===== src/design/sts_regs.svh =====
`ifndef STS_REGS_SVH
`define STS_REGS_SVH

// register offsets as seen from the serial register port
`define STS_ADDR_W          12
`define STS_OFS_AR_READBACK 12'h3e1
`define STS_OFS_TEMP        12'h400
`define STS_OFS_SLEEP       12'h401
`define STS_OFS_SYNC        12'h410

// field positions
`define STS_AR_MSB          3
`define STS_SLEEP_BIT       0
`define STS_SYNC_REALIGN    3
`define STS_SYNC_ALIGNED    2
`define STS_SYNC_OSC        1
`define STS_SYNC_SYSREF     0

// reset values
`define STS_SLEEP_RST       8'h00
`define STS_SLEEP_BIT_RST   1'b0
`define STS_AR_RST          4'h0
`define STS_TEMP_RST        8'h00
`define STS_FLAG_RST        1'b0

// value returned for unmapped offsets and for a sleeping sensor
`define STS_READ_ZERO       8'h00

`endif


===== src/design/sts_pkg.sv =====
`include "sts_regs.svh"

package sts_pkg;

  typedef struct packed {
    logic                     rd;
    logic                     wr;
    logic [`STS_ADDR_W-1:0]   addr;
    logic [7:0]               wdata;
  } sts_reg_req_t;

  typedef struct packed {
    logic       valid;
    logic [7:0] data;
  } sts_reg_rsp_t;

  typedef struct packed {
    logic sysref_seen;
    logic realigned;
    logic aligned;
    logic osc_sync;
  } sts_sync_evt_t;

endpackage : sts_pkg


===== src/design/sts_status_regs.sv =====
`timescale 1ns/1ps
`include "sts_regs.svh"

module sts_status_regs
  import sts_pkg::*;
#(
  parameter int unsigned NUM_OSC = 4
) (
  input  wire logic               clock,
  input  wire logic               rst_b,
  input  wire sts_reg_req_t       reg_req,
  output sts_reg_rsp_t            reg_rsp_q,
  input  wire logic               fast_accum_reset_wr,
  input  wire logic [3:0]         fast_accum_reset_field,
  input  wire logic [7:0]         temp_code_async,
  input  wire logic               sysref_detect_evt,
  input  wire logic               divider_realign_evt,
  input  wire logic               divider_phase_match,
  input  wire logic [NUM_OSC-1:0] osc_sync_evt,
  output logic                    sensor_sleep_bit_q
);

  logic [3:0] accum_reset_readback_q;
  logic [7:0] temp_meta_q;
  logic [7:0] temperature_reading_q;
  logic [7:0] sleep_reg_q;
  logic       divider_aligned_indicator_q;
  logic       sysref_seen_flag;
  logic       realigned_flag;
  logic       oscillator_sync_flag;
  logic       sync_wr;
  logic [7:0] rd_data_d;

  function automatic logic hit(input sts_reg_req_t req, input logic [`STS_ADDR_W-1:0] ofs);
    hit = (req.addr == ofs);
  endfunction : hit

  assign sync_wr = reg_req.wr && hit(reg_req, `STS_OFS_SYNC);

  always_ff @(posedge clock) begin
    if (!rst_b) begin
      accum_reset_readback_q <= `STS_AR_RST;
    end else if (fast_accum_reset_wr) begin
      accum_reset_readback_q <= fast_accum_reset_field;
    end
  end

  // sensor code comes from the analog converter, so it is resynchronised;
  // a code changing mid-capture can tear, which slower host reads make harmless
  always_ff @(posedge clock) begin
    if (!rst_b) begin
      temp_meta_q           <= `STS_TEMP_RST;
      temperature_reading_q <= `STS_TEMP_RST;
    end else begin
      temp_meta_q           <= temp_code_async;
      temperature_reading_q <= temp_meta_q;
    end
  end

  always_ff @(posedge clock) begin
    if (!rst_b) begin
      sleep_reg_q        <= `STS_SLEEP_RST;
      sensor_sleep_bit_q <= `STS_SLEEP_BIT_RST;
    end else if (reg_req.wr && hit(reg_req, `STS_OFS_SLEEP)) begin
      sleep_reg_q        <= reg_req.wdata;
      sensor_sleep_bit_q <= reg_req.wdata[`STS_SLEEP_BIT];
    end
  end

  // live phase match, no write path
  always_ff @(posedge clock) begin
    if (!rst_b) begin
      divider_aligned_indicator_q <= `STS_FLAG_RST;
    end else begin
      divider_aligned_indicator_q <= divider_phase_match;
    end
  end

  sts_sticky_flag u_sysref_flag (
    .clock   (clock),
    .rst_b   (rst_b),
    .set_evt (sysref_detect_evt),
    .clr_wr  (sync_wr && reg_req.wdata[`STS_SYNC_SYSREF]),
    .flag_q  (sysref_seen_flag)
  );

  sts_sticky_flag u_realign_flag (
    .clock   (clock),
    .rst_b   (rst_b),
    .set_evt (divider_realign_evt),
    .clr_wr  (sync_wr && reg_req.wdata[`STS_SYNC_REALIGN]),
    .flag_q  (realigned_flag)
  );

  sts_sticky_flag u_osc_flag (
    .clock   (clock),
    .rst_b   (rst_b),
    .set_evt (|osc_sync_evt),
    .clr_wr  (sync_wr && reg_req.wdata[`STS_SYNC_OSC]),
    .flag_q  (oscillator_sync_flag)
  );

  always_comb begin
    rd_data_d = `STS_READ_ZERO;
    case (reg_req.addr)
      `STS_OFS_AR_READBACK: rd_data_d = {4'h0, accum_reset_readback_q};
      `STS_OFS_TEMP: rd_data_d = sleep_reg_q[`STS_SLEEP_BIT] ? `STS_READ_ZERO
                                                              : temperature_reading_q;
      `STS_OFS_SLEEP: rd_data_d = sleep_reg_q;
      `STS_OFS_SYNC: begin
        rd_data_d[`STS_SYNC_REALIGN] = realigned_flag;
        rd_data_d[`STS_SYNC_ALIGNED] = divider_aligned_indicator_q;
        rd_data_d[`STS_SYNC_OSC]     = oscillator_sync_flag;
        rd_data_d[`STS_SYNC_SYSREF]  = sysref_seen_flag;
      end
      default: rd_data_d = `STS_READ_ZERO;
    endcase
  end

  // answer one cycle after the read strobe; data holds until the next read
  always_ff @(posedge clock) begin
    if (!rst_b) begin
      reg_rsp_q <= '0;
    end else begin
      reg_rsp_q.valid <= reg_req.rd;
      if (reg_req.rd) begin
        reg_rsp_q.data <= rd_data_d;
      end
    end
  end

  property p_ar_read;
    @(posedge clock) disable iff (!rst_b)
      (reg_req.rd && reg_req.addr == `STS_OFS_AR_READBACK)
        |=> reg_rsp_q.valid && reg_rsp_q.data == {4'h0, $past(accum_reset_readback_q)};
  endproperty
  a_ar_read: assert property (p_ar_read) else $error("ar readback mismatch");

  property p_ar_capture;
    @(posedge clock) disable iff (!rst_b)
      fast_accum_reset_wr ##1 (!fast_accum_reset_wr && reg_req.rd
                               && reg_req.addr == `STS_OFS_AR_READBACK)
        |=> reg_rsp_q.data[3:0] == $past(fast_accum_reset_field, 2);
  endproperty
  a_ar_capture: assert property (p_ar_capture) else $error("ar value not captured");

  property p_temp_read;
    @(posedge clock) disable iff (!rst_b)
      (reg_req.rd && reg_req.addr == `STS_OFS_TEMP && !sleep_reg_q[0])
        |=> reg_rsp_q.data == $past(temperature_reading_q);
  endproperty
  a_temp_read: assert property (p_temp_read) else $error("temperature read mismatch");

  property p_temp_sleep;
    @(posedge clock) disable iff (!rst_b)
      (reg_req.rd && reg_req.addr == `STS_OFS_TEMP && sensor_sleep_bit_q)
        |=> reg_rsp_q.data == 8'h00;
  endproperty
  a_temp_sleep: assert property (p_temp_sleep) else $error("sleeping sensor gave data");

  property p_sleep_wr;
    @(posedge clock) disable iff (!rst_b)
      (reg_req.wr && reg_req.addr == `STS_OFS_SLEEP)
        |=> sleep_reg_q == $past(reg_req.wdata)
            && sensor_sleep_bit_q == $past(reg_req.wdata[0]);
  endproperty
  a_sleep_wr: assert property (p_sleep_wr) else $error("sleep write not stored");

  property p_realign_set;
    @(posedge clock) disable iff (!rst_b)
      divider_realign_evt |=> realigned_flag;
  endproperty
  a_realign_set: assert property (p_realign_set) else $error("realign flag not set");

  property p_aligned_live;
    @(posedge clock) disable iff (!rst_b)
      (reg_req.rd && reg_req.addr == `STS_OFS_SYNC)
        |=> reg_rsp_q.data[2] == $past(divider_phase_match, 2);
  endproperty
  a_aligned_live: assert property (p_aligned_live) else $error("aligned bit not live");

  property p_aligned_nowr;
    @(posedge clock) disable iff (!rst_b)
      sync_wr ##1 1'b1 |-> divider_aligned_indicator_q == $past(divider_phase_match);
  endproperty
  a_aligned_nowr: assert property (p_aligned_nowr) else $error("write altered aligned");

  property p_osc_set;
    @(posedge clock) disable iff (!rst_b)
      (|osc_sync_evt) |=> oscillator_sync_flag;
  endproperty
  a_osc_set: assert property (p_osc_set) else $error("osc sync flag not set");

  property p_sysref_clear;
    @(posedge clock) disable iff (!rst_b)
      (sync_wr && reg_req.wdata[0] && !sysref_detect_evt) |=> !sysref_seen_flag;
  endproperty
  a_sysref_clear: assert property (p_sysref_clear) else $error("sysref flag not cleared");

  property p_set_wins;
    @(posedge clock) disable iff (!rst_b)
      (sync_wr && reg_req.wdata[0] && sysref_detect_evt) |=> sysref_seen_flag [*1];
  endproperty
  a_set_wins: assert property (p_set_wins) else $error("clear beat a set event");

  property p_zero_keeps;
    @(posedge clock) disable iff (!rst_b)
      (sync_wr && reg_req.wdata[3] == 1'b0 && realigned_flag) |=> realigned_flag;
  endproperty
  a_zero_keeps: assert property (p_zero_keeps) else $error("zero write cleared flag");

endmodule : sts_status_regs


===== src/design/sts_sticky_flag.sv =====
`timescale 1ns/1ps
`include "sts_regs.svh"

module sts_sticky_flag (
  input  wire logic clock,
  input  wire logic rst_b,
  input  wire logic set_evt,
  input  wire logic clr_wr,
  output logic      flag_q
);

  always_ff @(posedge clock) begin
    if (!rst_b) begin
      flag_q <= `STS_FLAG_RST;
    end else if (set_evt) begin
      // set beats clear
      // set wins so an event landing on the clearing write survives
      flag_q <= 1'b1;
    end else if (clr_wr) begin
      flag_q <= 1'b0;
    end
  end

endmodule : sts_sticky_flag


===== config.mk =====
export PLATFORM = sky130hd
export DESIGN_NAME = sts_status_regs
export DESIGN_NICKNAME = d
export VERILOG_FILES = /design/src/design/sts_pkg.sv /design/src/design/sts_status_regs.sv /design/src/design/sts_sticky_flag.sv
export VERILOG_INCLUDE_DIRS = /design/src /design/src/design
export SDC_FILE = /design/constraint.sdc
export NUM_CORES = 1
export LEC_CHECK = 0
export BUFFER_PORTS_ARGS = -buffer_cell sky130_fd_sc_hd__clkbuf_2
export CAP_MARGIN = 20
export CORE_ASPECT_RATIO = 0.75
export CORE_UTILIZATION = 40
export DETAILED_ROUTE_END_ITERATION = 6
export GPL_ROUTABILITY_DRIVEN = 0
export PLACE_DENSITY = 0.66
export SYNTH_ARGS = -nofsm -noshare
export SYNTH_HDL_FRONTEND = slang
export SYNTH_SLANG_ARGS = --single-unit

===== constraint.sdc =====
create_clock -name clock -period 2.7 [get_ports clock]
set_input_delay 0.135 -clock clock [delete_from_list [all_inputs] [get_ports clock]]
set_output_delay 0.135 -clock clock [all_outputs]
set_load 0.01 [all_outputs]

Word-level counts from Yosys, hierarchy flattened --
Index checks and enable logic that the tools add are counted.
Storage, ports and cells: bits in registers 42, logic and storage cells 33, output and inout bits 10, input port bits 44
Cells by class: equal/unequal tests 4, reductions and logical operators 9, multiplexer cells 9
Operator list (number):
- == test 12 x 11 -> 1 bit, second input constant | 3
- case mux 4 bit (4 select lines) | 1
- == test 12 x 10 -> 1 bit, second input constant | 1
- 2-to-1 mux 8 bit | 1
- case mux 4 bit (2 select lines) | 1
- 2-to-1 mux 1 bit | 6
- nonzero test 2 bit | 3
- logical AND 1 bit | 5
- OR reduction 4 bit | 1

Depth between registers and ports, before layout --
Gate-level depths: netlist of the first run.
word-level depth 5, mapped depth 5, mapped depth without buffers 4

By module --
From an unflattened synthesis of the first run, not the netlist that was laid out.
Unflattened totals: cell total of the unflattened synthesis 157, area total of the unflattened synthesis 1624.1 sq um
Modules (own cells, without submodules):
- sts_status_regs | sequential area each 760.7 sq um, area an instance 1500.2 sq um, cells an instance 148, instances 1
- sts_sticky_flag | sequential area each 20.0 sq um, area an instance 41.3 sq um, cells an instance 3, instances 3

Worst setup path after synthesis of the first run --
OpenSTA, ideal clock, no wires.
path kind input-to-reg, start point input reg_req[19] in the netlist's numbering, end point register reg_rsp_q[3] in the netlist's numbering, required time 2612 ps, path buffers 0, slack 1260 ps, stages 4, arrival time 1352 ps, library setup time 88 ps, cell sequence or4_4 > o41ai_2 > a22oi_1 > a311oi_2
Between the ends: word-level cells in the longest chain between the ends 2, elaborated cells on any way between the ends 5, classes of those cells eq/ne (4); mux (1)
RTL lines:
- start: declaration | RTL line sts_status_regs.sv:11 | input wire sts_reg_req_t reg_req,
- == test 12 x 11 -> 1 bit / == test 12 x 10 -> 1 bit (equally long branches) | RTL line sts_status_regs.sv:105 | case (reg_req.addr)
- case mux 4 bit (4 select lines) * | RTL line sts_status_regs.sv:105
- end: declaration | RTL line sts_status_regs.sv:12 | output sts_reg_rsp_t reg_rsp_q,
Mark *: on every way between the ends. The rest lies on a longest branch, timed or not. A chain may end at the register's enable or synchronous reset.

Worst setup path after layout of the first run --
Same ends and word-level chain as after synthesis.

==> impl_metrics.py, run 1 <==
metrics = {
    "cts": {
        "cts_root_buf": "clkbuf_8",
        "cts.htree.levels": 2,
        "holdBufCountCts": 0,
        "cts-buffers-inserted": 5,
        "cts.sinks": 41,
        "insertion_delay_ns": 0.30,
        "cts_setup_buffers": 0,
        "cts_buffer_depth": 2,
        "clk_pin_slew_worst_paths_ns": 0.08,
        "cts_tree": "built",
        "ctsResizeCount": 0,
    },
    "floorplanning": {
        "rows": 19,
        "start_util": 0.4280,
        "die_h_um": 56.91,
        "fp.coreArea_mm2": 0.003756,
        "pin_count": 54,
        "dieArea_mm2": 0.004280,
        "die_w_um": 75.21,
    },
    "synthesis": {
        "synth_edf_count": 0,
        "syn_area_mm2": 0.001608,
        "synth_cells": 175,
        "yosys_warnings": 0,
        "syn_area_per_cell_um2": 9.187,
        "ys_seq_elements": 41,
        "ys_types": 34,
        "async_reset_ff_frac": 0,
        "synth_ff_type": "dfxtp_1",
        "synth_nets": 219,
        "yosysSeqAreaShare": 0.5105,
    },
    "drt": {
        "vias_per_cell": 4.863,
        "vias": 1352,
        "drcViolationCount": 0,
        "topRoutingLayerUsed": "met4",
        "drtPass1Iterations": 4,
        "ant_nets": 0,
        "routed-wl-met3_um": 239,
        "dr_wl_met2_um": 1325,
        "drt_wl_total_um": 3322,
        "wl_met1_um": 1715,
        "wl_per_cell_um": 11.95,
        "drt_iter0_markers": 72,
    },
    "power_and_ir_drop": {
        "total_power_w": 0.001148,
        "cellPowerDensity_mw_per_mm2": 575.5,
        "p_leak_nw": 0.8586,
        "vdd_drop_max_mv": 0.3639,
    },
    "setup_path": {
        "worstPathCellList": "clkbuf_2 -> nor4_2 -> and3_1 -> a22oi_1 -> a311oi_2",
        "required_ns": 2.92,
        "cp_slowest_cell": "nor4_2",
        "cp_slowest_stage_delay_ns": 0.59,
        "startpoint_type": "input pin",
        "endpoint_kind": "register",
        "critical_path_class": "in -> reg",
        "crit_fanout": 10,
        "arrival_ns": 1.71,
    },
    "grt": {
        "grt_pass1_wl_um": 5168,
        "grt_usage": 0.1673,
        "grt_pass1_vias": 1133,
        "overflow": 0,
        "grt_max_degree": 30,
        "antenna_found_initial": 0,
    },
    "sta": {
        "worstMarginPinSlew_ns": 0.6263,
        "fin_skew_ns": 0.006388,
        "min_period_ns": 1.493,
        "hold_slack_ns": 0.03164,
        "setup_tns_ns": 0,
        "setup_ws_ns": 1.207,
        "slew_headroom": 0.5790,
        "maxSlewViolCount": 0,
        "hold_viol": 0,
        "rsz0062_at_grt": "no",
        "report.final.setup_viol": 0,
        "period_share": 0.5528,
        "max_freq_ghz": 0.6700,
    },
    "placement": {
        "portBuffers": 53,
        "dpl.hpwl_um": 2451,
        "postPlaceCellArea_mm2": 0.001901,
        "place_ws_ns": 0.9281,
    },
    "outcome": {
        "outcome": "completed",
    },
    "final_layout": {
        "antennaDiodeCount": 0,
        "nets": 269,
        "fin_area_mm2": 0.001994,
        "fill_cells": 380,
        "areaGrowthSynthToFinish_pct": 24.05,
        "drive_above_1_share": 0.3009,
    },
    "flow_run": {
        "maxCapViolations": 0,
    },
    "hold_path": {
        "min_path_type": "in -> reg",
    },
}
==> worst max-delay path: cells and delay by family <==
kind                   cells  cell delay, ns
AND/OR/NAND/NOR            2            1.05
buffers and inverters      1            0.10
AO/OA/AOI/OAI              2            0.42
==> cells in the mapped netlist, types with 2 or more instances <==
library cell   n  area [µm²]
nor2_1         4       15.01
nand2_1       20       75.07
and2_1        18       112.6
buf_2          3       15.01
nor2b_1        7       43.79
mux2i_1        4       40.04
o21ai_0       16       80.08
inv_1          4       15.01
a21oi_1        7       35.03
nor3_1         2       10.01
and3_1         2       12.51
a311oi_1       2       17.52
dfxtp_1       41       820.8
a32oi_1        3       26.28
clkbuf_1       8       30.03
a22o_1         3       26.28
nand3_1        8       40.04
a31oi_1        7       43.79
==> kinds of logic (layout without fill, tap and decap cells) <==
logic type,after synthesis,count (layout),share of synthesized area
AO/OA/AOI/OAI,43,43,0.1743
buffers and inverters,15,66,0.03735
flip-flops,41,41,0.5105
multiplexers,4,4,0.02490
AND/OR/NAND/NOR,72,72,0.2529
==> state kept, by name, summed over array words and instances (netlist names) <==
register and flops:
sleep_reg_q 8, reg_rsp_q 9, u_sysref_flag.flag_q 1, temp_meta_q 8
accum_reset_readback_q 4, temperature_reading_q 8, u_osc_flag.flag_q 1, u_realign_flag.flag_q 1
divider_aligned_indicator_q 1
==> per-stage QoR <==
step	util	std cells
final	0.5310	278
after global routing	0.5310	278
after CTS	0.5310	278
after detailed placement	0.5060	270
after global placement	0.5060	270
after floorplan	-	175
==> power by group <==
part | internal [W] | leakage [nW] | switching (W) | total [W]
Combinational | 0.0000500 | 0.477 | 0.0000502 | 0.000100
Clock | 0.000186 | 0.0447 | 0.000226 | 0.000412
Sequential | 0.000627 | 0.337 | 0.00000822 | 0.000635
==> per-layer routing <==
layer	vias up	track usage
met5	-	0
met4	0	0.05556
met3	6	0.07181
met2	44	0.2317
met1	586	0.2326
li1	716	-
==> path summary, 6_finish.rpt <==
| path | startpoint | endpoint | slack (ns) | cells past startpoint |
|---|---|---|---|---|
| worst max-delay path | reg_req[19] | reg_rsp_q[3] | 1.21 | 5 |
| worst min register to register | temp_meta_q[4] | temperature_reading_q[4] | 0.44 | 1 |
| worst max register to register | sleep_reg_q[0] | reg_rsp_q[1] | 1.36 | 4 |
| worst min-delay path | temp_code_async[0] | temp_meta_q[0] | 0.03 | 2 |
==> placed cells by master (no fill, tap or decap), types with 2 or more instances in the layout <==
master     n
a21oi_1    7
a22o_1     3
a311oi_1   2
a31oi_1    7
a32oi_1    3
and2_1    18
and3_1     2
clkbuf_2  53
clkbuf_8   5
dfxtp_1   41
inv_1      4
mux2i_1    4
nand2_1   20
nand3_1    8
nor2_1     4
nor2b_1    7
nor3_1     2
o21ai_0   16
==> final cells by class <==
cell class / instances / area [µm²] / share of cell area
clock inverter: 3 / 25.02 / 0.01255
timing repair buffer: 54 / 272.8 / 0.1368
multi-input combinational: 119 / 726.9 / 0.3645
clock buffer: 5 / 68.82 / 0.03450
inverter: 4 / 15.01 / 0.007528
sequential: 41 / 820.8 / 0.4115
tap: 52 / 65.06 / 0.03262
No activity file was read; power rests on OpenSTA's default activity.
==> run 2: changes to the inputs <==
Settings changed: PLACE_DENSITY 0.66 to 0.68.
Clock period 2.7 ns to 1.37 ns, I/O delays scaled along.
==> run 2 against run 1 <==
Effect of this change:
- worst hold slack got worse by 0.021 ns
- clock power is 140% higher
- critical path depth decreased by 1
- largest power group unchanged
- first-iteration DRC count down 43%
- sequential share of layout area is 4.4 points lower
==> impl_metrics.py, run 2 (same netlist as run 1, synthesis figures left out) <==
metrics = {
    "cts": {
        "cts.sinks": 41,
        "cts_tree": "built",
        "clk_pin_slew_worst_paths_ns": 0.08,
        "cts_buffer_depth": 2,
        "insertion_delay_ns": 0.30,
        "cts-buffers-inserted": 5,
        "cts.htree.levels": 2,
        "cts_root_buf": "clkbuf_8",
        "ctsResizeCount": 0,
    },
    "final_layout": {
        "fin_area_mm2": 0.002235,
        "nets": 292,
        "areaGrowthSynthToFinish_pct": 38.99,
        "regMostFlops": "reg_rsp_q",
        "drive_above_1_share": 0.3133,
        "final_common_cell": "clkbuf_2",
        "largest_reg_flops": 9,
        "antennaDiodeCount": 0,
        "layout.cells.non_filler": 301,
        "layout_common_cells": "clkbuf_2, dfxtp_1, nand2_1",
    },
    "grt": {
        "grt_pass1_wl_um": 5637,
        "overflow": 0,
        "grt_pass1_vias": 1348,
        "grt_usage": 0.1812,
        "grt_max_degree": 38,
        "antenna_found_initial": 0,
    },
    "power_and_ir_drop": {
        "cellPowerDensity_mw_per_mm2": 1101,
        "vdd_drop_max_mv": 0.7478,
        "p_leak_nw": 0.9825,
    },
    "floorplanning": {
        "die_w_um": 75.21,
        "rows": 19,
        "dieArea_mm2": 0.004280,
        "pin_count": 54,
        "start_util": 0.4280,
        "die_h_um": 56.91,
        "fp.coreArea_mm2": 0.003756,
    },
    "setup_path": {
        "required_ns": 1.60,
        "reg2regPathDepth": 4,
        "crit_fanout": 5,
        "reg2reg_from": "sleep_reg_q[0]",
        "critical_path_class": "reg -> reg",
        "startpoint_type": "register",
        "r2r-end": "reg_rsp_q[0]",
        "arrival_ns": 1.49,
        "rrSetupSlack_ns": 0.11,
        "endpoint_kind": "register",
    },
    "drt": {
        "drtPass1Iterations": 4,
        "ant_nets": 0,
        "dr_wl_met2_um": 1500,
        "vias_per_cell": 4.821,
        "drt_iter0_markers": 41,
        "wl_met1_um": 1745,
        "drcViolationCount": 0,
        "drt_wl_total_um": 3549,
        "vias": 1451,
        "routed-wl-met3_um": 232,
        "wl_per_cell_um": 11.79,
        "topRoutingLayerUsed": "met4",
    },
    "flow_run": {
        "maxCapViolations": 0,
    },
    "placement": {
        "dpl.hpwl_um": 2506,
        "dp_cells": 280,
        "postPlaceCellArea_mm2": 0.001993,
        "portBuffers": 53,
    },
    "hold_path": {
        "hold_depth": 3,
        "hold_end": "sleep_reg_q[5]",
        "hold_start": "reg_req[5]",
        "min_path_type": "in -> reg",
    },
    "outcome": {
        "outcome": "completed",
    },
    "sta": {
        "min_period_ns": 1.256,
        "fin_skew_ns": 0.003680,
        "hold_viol": 0,
        "slew_headroom": 0.7671,
        "period_share": 0.9168,
        "worstMarginPinSlew_ns": 0.3486,
        "maxSlewViolCount": 0,
        "report.final.setup_viol": 0,
        "rsz0062_at_grt": "no",
        "max_freq_ghz": 0.7962,
    },
}
[run 2: changes by cell type in the layout (fill, tap and decap cells not counted)]
| cell | delta |
|---|---|
| dlygate4sd3_1 | +13 |
| buf_4 | +9 |
| clkbuf_1 | +1 |
| buf_12 | +1 |
| inv_6 | -1 |
| clkinvlp_4 | -1 |
| a22oi_1 | -1 |
| bufinv_16 | +1 |
| a22oi_2 | +1 |
[run 2: timing repair]
action / in CTS / in global routing
hold buffers: 13 / 0
hold endpoints to repair: 13 / 0
setup buffers: 0 / 0
[run 2: where the power goes]
| part | switching [W] | internal (W) | total [W] |
|---|---|---|---|
| registers | 0.0000168 | 0.00124 | 0.00125 |
| logic | 0.000107 | 0.000130 | 0.000237 |
| clock network | 0.000425 | 0.000547 | 0.000972 |
| total | 0.000549 | 0.00191 | 0.00246 |
[run 2: worst max path at each step]
| stage | start | to | slack (ns) | depth (start not counted) |
|---|---|---|---|---|
| final | sleep_reg_q[0] | reg_rsp_q[0] | 0.11 | 4 |
| after global routing | sleep_reg_q[0] | reg_rsp_q[3] | 0.02 | 4 |
| after CTS | sleep_reg_q[0] | reg_rsp_q[0] | 0.11 | 4 |
| after detailed placement | reg_req[19] | reg_rsp_q[3] | -0.08 | 5 |
| after global placement | reg_req[19] | reg_rsp_q[3] | -0.05 | 5 |
| after floorplan | reg_req[19] | reg_rsp_q[3] | 0.05 | 5 |
[run 2: cell type report]
type                    count  area [µm²]
fillers                   341        1521
flip-flops and latches     41       820.8
multi-input cells         119       732.0
repair buffers             77       490.5
clock buffers               6       72.57
well taps                  52       65.06
clock inverters             2       38.79
inverters                   4       15.01
[run 2: critical path: stages (launching register included)]
cell and delay, ns:
dfxtp_1 0.35, or3b_2 0.47, a21oi_1 0.14, o21ai_0 0.11, a21oi_1 0.13
[run 2: through the flow]
stage               TNS [ns]    util  worst slack (ns)  power, W  hold slack (ns)
finish                     0  0.5949            0.1140  0.002461          0.01047
global placement    -0.09055  0.5306          -0.04915  0.001484           0.2749
floorplan                  0       -           0.04877  0.001382           0.1765
global route               0  0.5949           0.02272  0.002571          0.01446
detailed placement   -0.1900  0.5306          -0.08077  0.001488           0.2769
CTS                        0  0.5949            0.1115  0.002480        0.0001969
[run 2: routing by layer]
layer  GRT usage  vias to the layer above
met5           0                        -
met4     0.08730                        0
met3     0.05566                        8
met2      0.2741                       50
met1      0.2344                      634
li1            -                      759
